`config.mk`:
```
export PLATFORM = sky130hd
export DESIGN_NAME = tisk_dev_flat
export DESIGN_NICKNAME = d
export VERILOG_FILES = /design/src/logic/tisk_pkg.sv /design/src/logic/tisk_if.sv /design/src/logic/tisk_dev.sv /design/src/flat_wrapper.sv
export VERILOG_INCLUDE_DIRS = /design/src /design/src/logic
export SDC_FILE = /design/constraint.sdc
export NUM_CORES = 1
export LEC_CHECK = 0
export BUFFER_PORTS_ARGS = -buffer_cell sky130_fd_sc_hd__buf_4
export CELL_PAD_IN_SITES_DETAIL_PLACEMENT = 2
export CELL_PAD_IN_SITES_GLOBAL_PLACEMENT = 2
export CORE_AREA = 2 2 83 65
export CTS_CLUSTER_DIAMETER = 40
export DETAILED_ROUTE_END_ITERATION = 7
export DIE_AREA = 0 0 85 67
export PLACE_DENSITY = 0.84
export SYNTH_ARGS = -nofsm -noshare
export SYNTH_HDL_FRONTEND = slang
export SYNTH_SLANG_ARGS = --single-unit
```
`constraint.sdc`:
```
create_clock -name mclk_i -period 2 [get_ports mclk_i]
set_input_delay 0.4 -clock mclk_i [delete_from_list [all_inputs] [get_ports mclk_i]]
set_output_delay 0.4 -clock mclk_i [all_outputs]
set_load 0.01 [all_outputs]
```
`src/logic/tisk_defs.svh`:
```
// Purpose: Constants for the interrupt skip and enable block
// Assumes: Included by the interface, both ends, the checker and the bench
// Notes: Register offsets are a plain index on the local port
`ifndef TISK_DEFS_SVH
`define TISK_DEFS_SVH
`define TISK_AW 4
`define TISK_OFF_IER5 4'h0
`define TISK_OFF_SKCNT 4'h1
`define TISK_OFF_SKCTL 4'h2
`define TISK_OFF_FLAGS 4'h3
`define TISK_OFF_ISTAT 4'h4
`define TISK_OFF_IMASK 4'h5
`define TISK_OFF_CMD 4'h6
`define TISK_IER5_MASK 8'h07
`define TISK_CTL_MASK 8'hFF
`define TISK_CTL_C3EN 7
`define TISK_CTL_C4EN 3
`define TISK_CTL_C3CMP 4
`define TISK_CTL_C4CMP 0
`define TISK_CNT_C3 4
`define TISK_CNT_C4 0
`define TISK_IER5_U 2
`define TISK_IER5_V 1
`define TISK_IER5_W 0
`define TISK_ST_URISE 3
`define TISK_ST_C3EV 2
`define TISK_ST_C4EV 1
`define TISK_ST_C3MT 0
`define TISK_EV_W 4
`define TISK_HOST_W 8
`endif

```
`src/logic/tisk_pkg.sv`:
```
// Purpose: Types for the interrupt skip and enable block
// Assumes: tisk_defs.svh holds the numbers
// Notes: Host sequencer states only
package tisk_pkg;
  typedef enum logic [2:0] {
    TISK_IDLE = 3'h0,
    TISK_CLR = 3'h1,
    TISK_SET = 3'h3,
    TISK_DONE = 3'h2
  } tisk_hst_t;
endpackage : tisk_pkg

```
`src/logic/tisk_if.sv`:
```
// Purpose: Register port between controller and timer block
// Assumes: One clock, write/read strobes, read data next cycle
// Notes: No clocking block
`timescale 1ns/100ps
`include "tisk_defs.svh"
interface tisk_if;
  logic [`TISK_AW-1:0] addr;
  logic [7:0] wdata;
  logic wr;
  logic rd;
  logic [7:0] rdata;
  logic irq;
  modport dev (input addr, input wdata, input wr, input rd,
    output rdata, output irq);
  modport host (output addr, output wdata, output wr, output rd,
    input rdata, input irq);
endinterface : tisk_if

```
`src/logic/tisk_dev.sv`:
```
// Purpose: Channel-5 interrupt gating and interrupt skip counter
// Assumes: Events are one-cycle pulses synchronous to mclk_i
// Notes: Skip counter is read-only; cleared via enable bits
//
// Local design decisions: the register offsets and the strobed register port.
`timescale 1ns/100ps
`include "tisk_defs.svh"

// Function
// Enable bits 7:3 read zero
// Bit 2 gates U compare interrupt
// Bit 1 gates V compare interrupt
// Bit 0 gates W compare interrupt
// One 8-bit skip counter, holds when stopped
// Ch3 count increments on compare-A when enabled
// Ch3 count clears on match/disable/zero compare
// Ch4 count increments on over/underflow when enabled
// Ch4 count clears on match/disable/zero compare
// Counter read-only, bits 7 and 3 zero
// Clear counter by dropping both enables
// Restart: normal mode, init, disable section
// Then outputs off, setup, on, pins, start
// Synchronous; clear beats increment
module tisk_dev
  import tisk_pkg::*;
#(
  parameter int SKIP_W = 3 // Width of each skip count
)
(
  input wire logic mclk_i, // 200 MHz clock
  input wire logic sys_rst_i, // Async reset, high
  tisk_if.dev bus, // Register port
  input wire logic u_compare_flag_i, // U compare flag
  input wire logic v_compare_flag_i, // V compare flag
  input wire logic w_compare_flag_i, // W compare flag
  input wire logic ch3_compare_a_irq_i, // Ch3 compare-A pulse
  input wire logic ch4_over_underflow_irq_i, // Ch4 ovf/udf pulse
  output logic u_compare_irq_o, // Gated U request
  output logic v_compare_irq_o, // Gated V request
  output logic w_compare_irq_o // Gated W request
);
  localparam int N_PH = 3; // U, V, W phases
  localparam int N_CH = 2; // Index 0 is ch3, 1 is ch4
  logic [N_PH-1:0] ier_reg, ier_next;
  logic [7:0] ctl_reg, ctl_next;
  logic [`TISK_EV_W-1:0] sts_reg, sts_next, msk_reg, msk_next;
  logic [`TISK_EV_W-1:0] ev;
  logic irq_reg, irq_next;
  logic [7:0] rd_reg, rd_next;
  logic [7:0] cnt_word;
  wire [N_PH-1:0] flag_all;
  wire [N_PH-1:0] gate_all;
  wire [N_PH-1:0] gate_nxt_all;
  wire u_rise;
  wire [N_CH-1:0] ch_en;
  wire [N_CH-1:0] ch_en_n;
  wire [N_CH-1:0] ch_pulse;
  wire [N_CH-1:0] match_all;
  wire [N_CH-1:0][SKIP_W-1:0] ch_cmp;
  wire [N_CH-1:0][SKIP_W-1:0] ch_cmp_n;
  wire [N_CH-1:0][SKIP_W-1:0] cnt_all;

  // Phase flags placed at their enable bit positions
  assign flag_all[`TISK_IER5_U] = u_compare_flag_i;
  assign flag_all[`TISK_IER5_V] = v_compare_flag_i;
  assign flag_all[`TISK_IER5_W] = w_compare_flag_i;
  // Event pulses per skip channel
  assign ch_pulse[0] = ch3_compare_a_irq_i;
  assign ch_pulse[1] = ch4_over_underflow_irq_i;

  // Enable register: only the three gate bits are stored
  always_comb begin
    ier_next = ier_reg;
    if (bus.wr && bus.addr == `TISK_OFF_IER5) begin
      ier_next = bus.wdata[N_PH-1:0];
    end
  end
  // Enable register flops
  always_ff @(posedge mclk_i or posedge sys_rst_i) begin
    if (sys_rst_i) begin
      ier_reg <= '0;
    end else begin
      ier_reg <= ier_next;
    end
  end

  // Skip control; counters see the value being written
  always_comb begin
    ctl_next = ctl_reg;
    if (bus.wr && bus.addr == `TISK_OFF_SKCTL) begin
      ctl_next = bus.wdata & `TISK_CTL_MASK;
    end
  end
  // Skip control flops
  always_ff @(posedge mclk_i or posedge sys_rst_i) begin
    if (sys_rst_i) begin
      ctl_reg <= '0;
    end else begin
      ctl_reg <= ctl_next;
    end
  end

  // Fields now and after this edge's write
  assign ch_en[0] = ctl_reg[`TISK_CTL_C3EN];
  assign ch_en[1] = ctl_reg[`TISK_CTL_C4EN];
  assign ch_en_n[0] = ctl_next[`TISK_CTL_C3EN];
  assign ch_en_n[1] = ctl_next[`TISK_CTL_C4EN];
  assign ch_cmp[0] = ctl_reg[`TISK_CTL_C3CMP +: SKIP_W];
  assign ch_cmp[1] = ctl_reg[`TISK_CTL_C4CMP +: SKIP_W];
  assign ch_cmp_n[0] = ctl_next[`TISK_CTL_C3CMP +: SKIP_W];
  assign ch_cmp_n[1] = ctl_next[`TISK_CTL_C4CMP +: SKIP_W];

  // One skip count per channel; clear beats increment
  for (genvar g = 0; g < N_CH; g++) begin : g_skip
    logic [SKIP_W-1:0] cnt_reg, cnt_next;
    logic hit;
    // A clear seen on a write takes effect on that same edge
    always_comb begin
      hit = ch_en[g] && cnt_reg == ch_cmp[g];
      cnt_next = cnt_reg;
      if (!ch_en_n[g] || ch_cmp_n[g] == '0 || hit) begin
        cnt_next = '0;
      end else if (ch_en[g] && ch_pulse[g]) begin
        cnt_next = cnt_reg + SKIP_W'(1);
      end
    end
    // Count flops
    always_ff @(posedge mclk_i or posedge sys_rst_i) begin
      if (sys_rst_i) begin
        cnt_reg <= '0;
      end else begin
        cnt_reg <= cnt_next;
      end
    end
    assign cnt_all[g] = cnt_reg;
    assign match_all[g] = hit && ch_cmp[g] != '0;
  end : g_skip

  // Gated requests: flag and enable both needed
  for (genvar p = 0; p < N_PH; p++) begin : g_gate
    logic gate_reg, gate_next;
    // One cycle late, but glitch free at the output pin
    always_comb begin
      gate_next = flag_all[p] & ier_reg[p];
    end
    // Request flop
    always_ff @(posedge mclk_i or posedge sys_rst_i) begin
      if (sys_rst_i) begin
        gate_reg <= 1'b0;
      end else begin
        gate_reg <= gate_next;
      end
    end
    assign gate_all[p] = gate_reg;
    assign gate_nxt_all[p] = gate_next;
  end : g_gate

  // Rising U request is the only phase event kept
  assign u_rise = gate_nxt_all[`TISK_IER5_U] & ~gate_all[`TISK_IER5_U];

  // Status, mask and interrupt level
  always_comb begin
    ev = '0;
    ev[`TISK_ST_URISE] = u_rise;
    ev[`TISK_ST_C3EV] = ch_pulse[0];
    ev[`TISK_ST_C4EV] = ch_pulse[1];
    ev[`TISK_ST_C3MT] = match_all[0];
    sts_next = sts_reg;
    msk_next = msk_reg;
    if (bus.wr && bus.addr == `TISK_OFF_ISTAT) begin
      sts_next = sts_reg & ~bus.wdata[`TISK_EV_W-1:0];
    end
    if (bus.wr && bus.addr == `TISK_OFF_IMASK) begin
      msk_next = bus.wdata[`TISK_EV_W-1:0];
    end
    // Set wins over write-one-to-clear, so no event is lost
    sts_next = sts_next | ev;
    irq_next = |(sts_next & msk_next);
  end
  // Status flops
  always_ff @(posedge mclk_i or posedge sys_rst_i) begin
    if (sys_rst_i) begin
      sts_reg <= '0;
      msk_reg <= '0;
      irq_reg <= 1'b0;
    end else begin
      sts_reg <= sts_next;
      msk_reg <= msk_next;
      irq_reg <= irq_next;
    end
  end

  // Read data; count word layout assumes the default width
  always_comb begin
    cnt_word = '0;
    cnt_word[`TISK_CNT_C3 +: SKIP_W] = cnt_all[0];
    cnt_word[`TISK_CNT_C4 +: SKIP_W] = cnt_all[1];
    rd_next = '0;
    if (bus.rd) begin
      unique case (bus.addr)
        `TISK_OFF_IER5: rd_next = {5'h00, ier_reg};
        `TISK_OFF_SKCNT: rd_next = cnt_word;
        `TISK_OFF_SKCTL: rd_next = ctl_reg;
        `TISK_OFF_FLAGS: rd_next = {5'h00, gate_all};
        `TISK_OFF_ISTAT: rd_next = {4'h0, sts_reg};
        `TISK_OFF_IMASK: rd_next = {4'h0, msk_reg};
        default: rd_next = '0;
      endcase
    end
  end
  // Read data flop: zero outside the answer slot
  always_ff @(posedge mclk_i or posedge sys_rst_i) begin
    if (sys_rst_i) begin
      rd_reg <= '0;
    end else begin
      rd_reg <= rd_next;
    end
  end

  // Outputs straight from flops
  assign bus.rdata = rd_reg;
  assign bus.irq = irq_reg;
  assign u_compare_irq_o = gate_all[`TISK_IER5_U];
  assign v_compare_irq_o = gate_all[`TISK_IER5_V];
  assign w_compare_irq_o = gate_all[`TISK_IER5_W];
endmodule : tisk_dev

```
`src/flat_wrapper.sv`:
```
// flat-port wrapper written by rule: the top's interface ports become plain ports
module tisk_dev_flat import tisk_pkg::*;
#(
  parameter int SKIP_W = 3                            
)
  (mclk_i, sys_rst_i, u_compare_flag_i, v_compare_flag_i, w_compare_flag_i, ch3_compare_a_irq_i, ch4_over_underflow_irq_i, u_compare_irq_o, v_compare_irq_o, w_compare_irq_o, bus_addr, bus_wdata, bus_wr, bus_rd, bus_rdata, bus_irq);
  tisk_if bus_i ();
  input wire logic mclk_i;
  input wire logic sys_rst_i;
  input wire logic u_compare_flag_i;
  input wire logic v_compare_flag_i;
  input wire logic w_compare_flag_i;
  input wire logic ch3_compare_a_irq_i;
  input wire logic ch4_over_underflow_irq_i;
  output logic u_compare_irq_o;
  output logic v_compare_irq_o;
  output logic w_compare_irq_o;
  input wire logic [$bits(bus_i.addr)-1:0] bus_addr;
  input wire logic [$bits(bus_i.wdata)-1:0] bus_wdata;
  input wire logic [$bits(bus_i.wr)-1:0] bus_wr;
  input wire logic [$bits(bus_i.rd)-1:0] bus_rd;
  output wire logic [$bits(bus_i.rdata)-1:0] bus_rdata;
  output wire logic [$bits(bus_i.irq)-1:0] bus_irq;
  assign bus_i.addr = bus_addr;
  assign bus_i.wdata = bus_wdata;
  assign bus_i.wr = bus_wr;
  assign bus_i.rd = bus_rd;
  assign bus_rdata = bus_i.rdata;
  assign bus_irq = bus_i.irq;
  tisk_dev #(.SKIP_W(SKIP_W)) u_core (.mclk_i(mclk_i), .sys_rst_i(sys_rst_i), .bus(bus_i), .u_compare_flag_i(u_compare_flag_i), .v_compare_flag_i(v_compare_flag_i), .w_compare_flag_i(w_compare_flag_i), .ch3_compare_a_irq_i(ch3_compare_a_irq_i), .ch4_over_underflow_irq_i(ch4_over_underflow_irq_i), .u_compare_irq_o(u_compare_irq_o), .v_compare_irq_o(v_compare_irq_o), .w_compare_irq_o(w_compare_irq_o));
endmodule
```
==> summary.txt, run 1 <==
Clock network
  – CTS tree: done
  – Hold buffers post-CTS: 0
  – CTS sink cnt: 37
  – Deepest clock path buffer count: 2
  – Setup bufs post-CTS: 0
  – Clk slew on worst S/H paths: 0.08 ns
  – CTS resizes: 0
  – CTS Buf Count: 5
  – Clk root buf: clkbuf_8
  – Clk Latency, worst-skew pair: 0.29 ns
  – H-tree depth: 2

Setup path
  – Worst Path Max Fanout: 15
  – CP Launch Type: input pin
  – Slowest CP cell: mux2_2
  – CP delay by family, top: simple AND/OR/NAND/NOR gates
  – Worst Path Required: 2.18 ns
  – Crit path largest cell delay: 0.35 ns
  – Kind of critical path: input pin to flip-flop
  – Crit path cell chain: buf_4 -> and3b_4 -> and2_4 -> mux2_2 -> a22oi_1 -> nand2_1
  – Crit end category: flip-flop
  – WP buf/inv: 1
  – Worst EP arrival: 1.72 ns

Die
  – Row count: 22
  – Die ar.: 5700 um^2
  – Die X: 85 um
  – Initial Util: 37.1%
  – Die Y: 67 um
  – Top Ports: 33
  – Core footprint: 4820 um^2

Placement
  – HPWL Detailed: 3730 um
  – Area after DPL: 2090 um^2
  – GPL Wtd Cong: 0.826
  – Port Buffer Count: 32

Detailed routing
  – Initial DRT Pass Iterations: 4
  – Via/cell ratio: 5.24
  – Remaining DRCs: 0
  – WL final: 4870 um
  – Drt wl/cell: 19.3 um
  – Via count: 1321
  – DRT antenna net count: 0
  – 1st-iter DRT viols: 75

Timing
  – Fin crit period: 1.54 ns
  – Worst slew margin: 68.3%
  – Fin crit share: 77.0%
  – Skew final: 0.00688 ns
  – RSZ-0062 raised after global routing: no
  – Fin. Hold Viols: 0
  – Fmax: 0.649 GHz
  – Slew @ Worst Pin: 0.476 ns
  – Setup_tns: 0 ns
  – Slew Limit Fails: 0
  – # setup viols final: 0

Logic synthesis
  – Post-synthesis register bit count: 37
  – Synth top area cells: dfrtp_1 (52%), mux2_2 (8.8%), mux2i_1 (3.4%)
  – Synth Instances: 155
  – Area leader, netlist: dfrtp_1
  – YS warnings: 0
  – Yosys top cell area share: 51.8%
  – Mapped cell area: 1790 um^2
  – Unique cell type count in the Yosys netlist: 39
  – Syn Area/Cell: 11.5 um^2
  – Syn nets: 178
  – Register area share after synthesis: 51.8%

Power
  – Leak: 1.01 nW
  – Pwr/cell area: 927 nW/um^2
  – Peak supply drop: 457 uV

GRT
  – Grt ovf: 0
  – All-Layer GR Usage: 19.4%
  – M3 GR Usage: 4.46%
  – M2 GR Usage: 30.5%
  – Routing usage on met1: 26.6%
  – Layer carrying the most global-route usage: met2
  – Vias in the first global route: 1480
  – Initial antenna violation count: 0
  – Largest net degree at the start of global routing: 38
  – First-pass GRT wire length: 8110 um

Flow run
  – Max-cap violations: 0

Finish
  – Area grow syn2layout: 23.5%
  – Nets: 214
  – # fillers: 483
  – # diodes: 0
  – Share of cells above drive strength 1: 32.8%
  – Design area: 2210 um^2

Run status
  – Status: finished clean

Min path
  – Hold Path Class: input pin to async pin
-- Yosys cell counts --
master     instances
o21bai_1           1
nor3_1             6
clkbuf_1           1
and3b_4            1
a2bb2oi_1          1
a31oi_1            2
nand2b_1           1
xnor2_1            6
a22oi_1            5
ha_1               2
a21oi_1            2
o2bb2ai_1          1
nand2_1           14
a41oi_1            2
o21ai_1            1
nor2b_1            1
mux4_2             2
nor3b_4            1
a211oi_1           2
o31ai_1            1
nor2b_4            1
nor2_1            13
or4_1              1
and2b_4            1
o21ai_0            1
dfrtp_1           37
nand2_4            1
nand3_1            7
inv_1              6
buf_2              1
nand4_1            2
mux2i_1            6
buf_4              2
o32a_1             1
o211ai_1           1
xor2_1             4
and2_1             2
mux2_2            14
and2_4             1
-- per-stage QoR --
stage | utilization (%) | worst slack [ns] | cells | total power, mW | hold slack (ns)
after floorplan | - | 0.416 | 155 | 1.20 | 0.465
after global placement | 43.3 | 0.265 | 244 | 1.35 | 0.488
after detailed placement | 43.3 | 0.158 | 244 | 1.38 | 0.512
after CTS | 45.8 | 0.452 | 252 | 2.06 | 0.238
after global routing | 45.8 | 0.404 | 252 | 2.15 | 0.263
final | 45.8 | 0.459 | 252 | 2.04 | 0.223
-- worst register-to-register path: stages, from the launching register on --
cell	delay [ns]
dfrtp_1	0.45
xnor2_1	0.21
nand4_1	0.19
o2bb2ai_1	0.28
a22oi_1	0.13
nand2_1	0.08
-- final timing paths --
check / from / cells past startpoint / slack [ns] / endpoint
min in group mclk_i: w_compare_flag_i / 2 / 0.33 / u_core.w_compare_irq_o
worst min-delay path: sys_rst_i / 3 / 0.22 / u_core.bus.rdata[0]
max in group asynchronous: sys_rst_i / 3 / 1.44 / u_core.sts_reg[2]
worst max-delay path: bus_addr[2] / 6 / 0.46 / u_core.bus.irq
worst min register to register: u_core.ier_reg[1] / 1 / 0.52 / u_core.v_compare_irq_o
worst max register to register: u_core.ctl_reg[5] / 5 / 0.61 / u_core.bus.irq
-- placed cells by master (no fill, tap or decap), drive strengths merged, types with 2 or more instances in the layout --
cell type   n
clkbuf      6
a41oi       2
and2        3
a211oi      2
mux2i       6
mux4        2
ha          2
mux2       14
a22oi       5
xor2        4
xnor2       6
o21ai       2
nor2       13
inv         6
buf        33
a21oi       2
nand4       2
nor2b       2
a31oi       2
dfrtp      37
nand2      15
nand3       7
nor3        6
-- cell type report --
cell class / count / area, um^2 / area share (%)
sequential: 37 / 926 / 42.0
clock buffer: 6 / 82.6 / 3.74
multi-input combinational: 108 / 815 / 36.9
timing repair buffer: 33 / 248 / 11.2
tap: 60 / 75.1 / 3.40
inverter: 6 / 22.5 / 1.02
clock inverter: 2 / 37.5 / 1.70
-- logic make-up (layout without fill, tap and decap cells) --
logic type               count (synthesis)  count (layout)  share of synthesized area, %
buffers and inverters                   10              47                          2.59
adder cells (fa/ha/maj)                  2               2                          1.40
multiplexers                            22              22                          14.7
flip-flops                              37              37                          51.8
AND/OR/NAND/NOR                         53              53                          16.0
AO/OA/AOI/OAI                           21              21                          8.54
XOR/XNOR                                10              10                          4.90
-- metal layers --
metal | share of wire, % | wire length (um)
met5 | 0 | 0
met4 | 1.5 | 73
met3 | 3.7 | 182
met2 | 45 | 2200
met1 | 50 | 2410
-- power by group --
group	switching, mW	total (mW)	internal [mW]	leakage, nW
sequential	0.113	0.966	0.852	0.465
combinational	0.195	0.404	0.209	0.488
clock	0.270	0.675	0.405	0.0574
No activity file was read; power rests on OpenSTA's default activity.
==> run 2, diff against run 1 <==
- CORE_AREA: 2 2 83 65 -> 2 2 86 67
- DIE_AREA: 0 0 85 67 -> 0 0 88 69
- PLACE_DENSITY: 0.84 -> 0.8
- clock period: 2 -> 1.55 ns (I/O delays scaled with it)
==> run 2 against run 1 <==
Compared with the run above:
- sequential cell count did not move
- setup slack got worse by 0.31 ns
- register-to-register slack got worse by 0.44 ns
- critical path depth did not move
- total power rose by 21%
- critical path type unchanged
- largest power group unchanged
- highest routed layer unchanged
==> summary.txt, run 2 (same netlist as run 1, synthesis figures left out) <==
Setup path
  – Crit end category: flip-flop
  – Worst Path Required: 1.72 ns
  – CP Launch Type: input pin
  – FF-to-FF path depth: 5
  – Kind of critical path: input pin to flip-flop
  – Reg2reg setup slack: 0.17 ns
  – Worst EP arrival: 1.58 ns
  – Worst Path Max Fanout: 4

Detailed routing
  – DRT antenna net count: 0
  – 1st-iter DRT viols: 69
  – Drt wl/cell: 18.4 um
  – Initial DRT Pass Iterations: 4
  – Remaining DRCs: 0
  – WL final: 5100 um
  – Via/cell ratio: 5.10
  – Via count: 1412

Timing
  – RSZ-0062 raised after global routing: no
  – Fin crit period: 1.40 ns
  – Slew Limit Fails: 0
  – Hold_ws: 0.137 ns
  – Worst slew margin: 67.3%
  – # setup viols final: 0
  – Fmax: 0.712 GHz
  – Fin. Hold Viols: 0
  – Setup ws final: 0.146 ns
  – Slew @ Worst Pin: 0.490 ns
  – Fin crit share: 90.6%
  – Skew final: 0.00436 ns

Power
  – Pwr/cell area: 1090 nW/um^2
  – Gate power share: 21.8%
  – Share of power burned in registers: 50.5%
  – P_int: 1.74 mW
  – Switching pwr: 0.741 mW
  – Switching share of power: 29.9%
  – Peak supply drop: 377 uV
  – Leak: 1.05 nW
  – Clk pwr share: 27.7%

Finish
  – Commonest non-fill, non-tap cells in the layout: buf_4 (44), dfrtp_1 (37), nand2_1 (14), mux2_2 (14), nor2_1 (13)
  – Share of cells above drive strength 1: 35.6%
  – Nets: 225
  – Non-Filler Instances: 277
  – Commonest non-fill, non-tap cell in the layout: buf_4
  – # diodes: 0
  – Area grow syn2layout: 27.2%

Die
  – Die ar.: 6070 um^2
  – Core footprint: 5210 um^2
  – Top Ports: 33
  – Die X: 88 um
  – Row count: 23
  – Initial Util: 34.3%
  – Die Y: 69 um

Clock network
  – CTS tree: done
  – CTS resizes: 0
  – CTS Buf Count: 5
  – Clk slew on worst S/H paths: 0.07 ns
  – Setup bufs post-CTS: 0
  – Clk root buf: clkbuf_8
  – Deepest clock path buffer count: 2
  – H-tree depth: 2
  – Clk Latency, worst-skew pair: 0.29 ns
  – CTS sink cnt: 37
  – Hold buffers post-CTS: 0

GRT
  – Largest net degree at the start of global routing: 38
  – Grt ovf: 0
  – All-Layer GR Usage: 18.7%
  – First-pass GRT wire length: 8510 um
  – Vias in the first global route: 1596
  – Initial antenna violation count: 0

Placement
  – HPWL Detailed: 3900 um
  – Placed Cells incl. Taps: 270
  – Placement Setup Slack: -0.112 ns
  – GPL Wtd Cong: 0.843
  – Port Buffer Count: 32

Run status
  – Status: finished clean

Min path
  – Hold Path Class: input pin to async pin

Flow run
  – Max-cap violations: 0
-- run 2: changes by cell type in the layout (fill, tap and decap cells not counted), sizes merged --
cell,change
buf,+11
bufinv,-1
clkbuf,+1
clkinvlp,-1
-- run 2: stage by stage --
stage	utilization [%]	instance area, um^2	total power, mW	TNS, ns
2_1_floorplan	-	1790	1.55	0
3_3_place_gp	42.0	2190	1.75	-0.0480
3_5_place_dp	42.0	2190	1.80	-0.221
6_report	43.6	2270	2.48	0
5_1_grt	43.6	2270	2.61	0
4_1_cts	43.6	2270	2.50	0
-- run 2: cell type report --
class                      instances  area (um^2)
fill                             555         2940
sequential                        37          926
multi-input combinational        108          815
timing repair buffer              44          330
tap                               75         93.8
clock buffer                       7         86.3
inverter                           6         22.5
-- run 2: worst paths after layout --
check / endpoint / start
worst max register to register: u_core.bus.irq / u_core.ctl_reg[6]
min in group mclk_i: u_core.u_compare_irq_o / u_compare_flag_i
worst min-delay path: u_core.sts_reg[3] / sys_rst_i
worst max-delay path: u_core.bus.irq / bus_addr[3]
max in group asynchronous: u_core.bus.rdata[2] / sys_rst_i
worst min register to register: u_core.v_compare_irq_o / u_core.ier_reg[1]
-- run 2: power by group through the flow --
stage	Clock (mW)	Combinational (mW)	Sequential, mW
finish	0.685	0.540	1.25
global route	0.749	0.598	1.27
CTS	0.708	0.546	1.25
detailed placement	0	0.535	1.26
global placement	0	0.505	1.25
floorplan	0	0.335	1.21
-- run 2: critical path: stages --
cell and delay [ns]:
buf_4 0.13, and3b_4 0.29, and2_4 0.18, mux2_2 0.36, a22oi_1 0.22, nand2_1 0.09
-- run 2: metal layers --
| metal | vias to the layer above | track usage (%) | share of wire (%) |
|---|---|---|---|
| met5 | - | 0 | 0 |
| met4 | 0 | 5.81 | 1.3 |
| met3 | 7 | 4.19 | 3.8 |
| met2 | 36 | 28.2 | 47 |
| met1 | 724 | 26.6 | 48 |
| li1 | 645 | - | - |
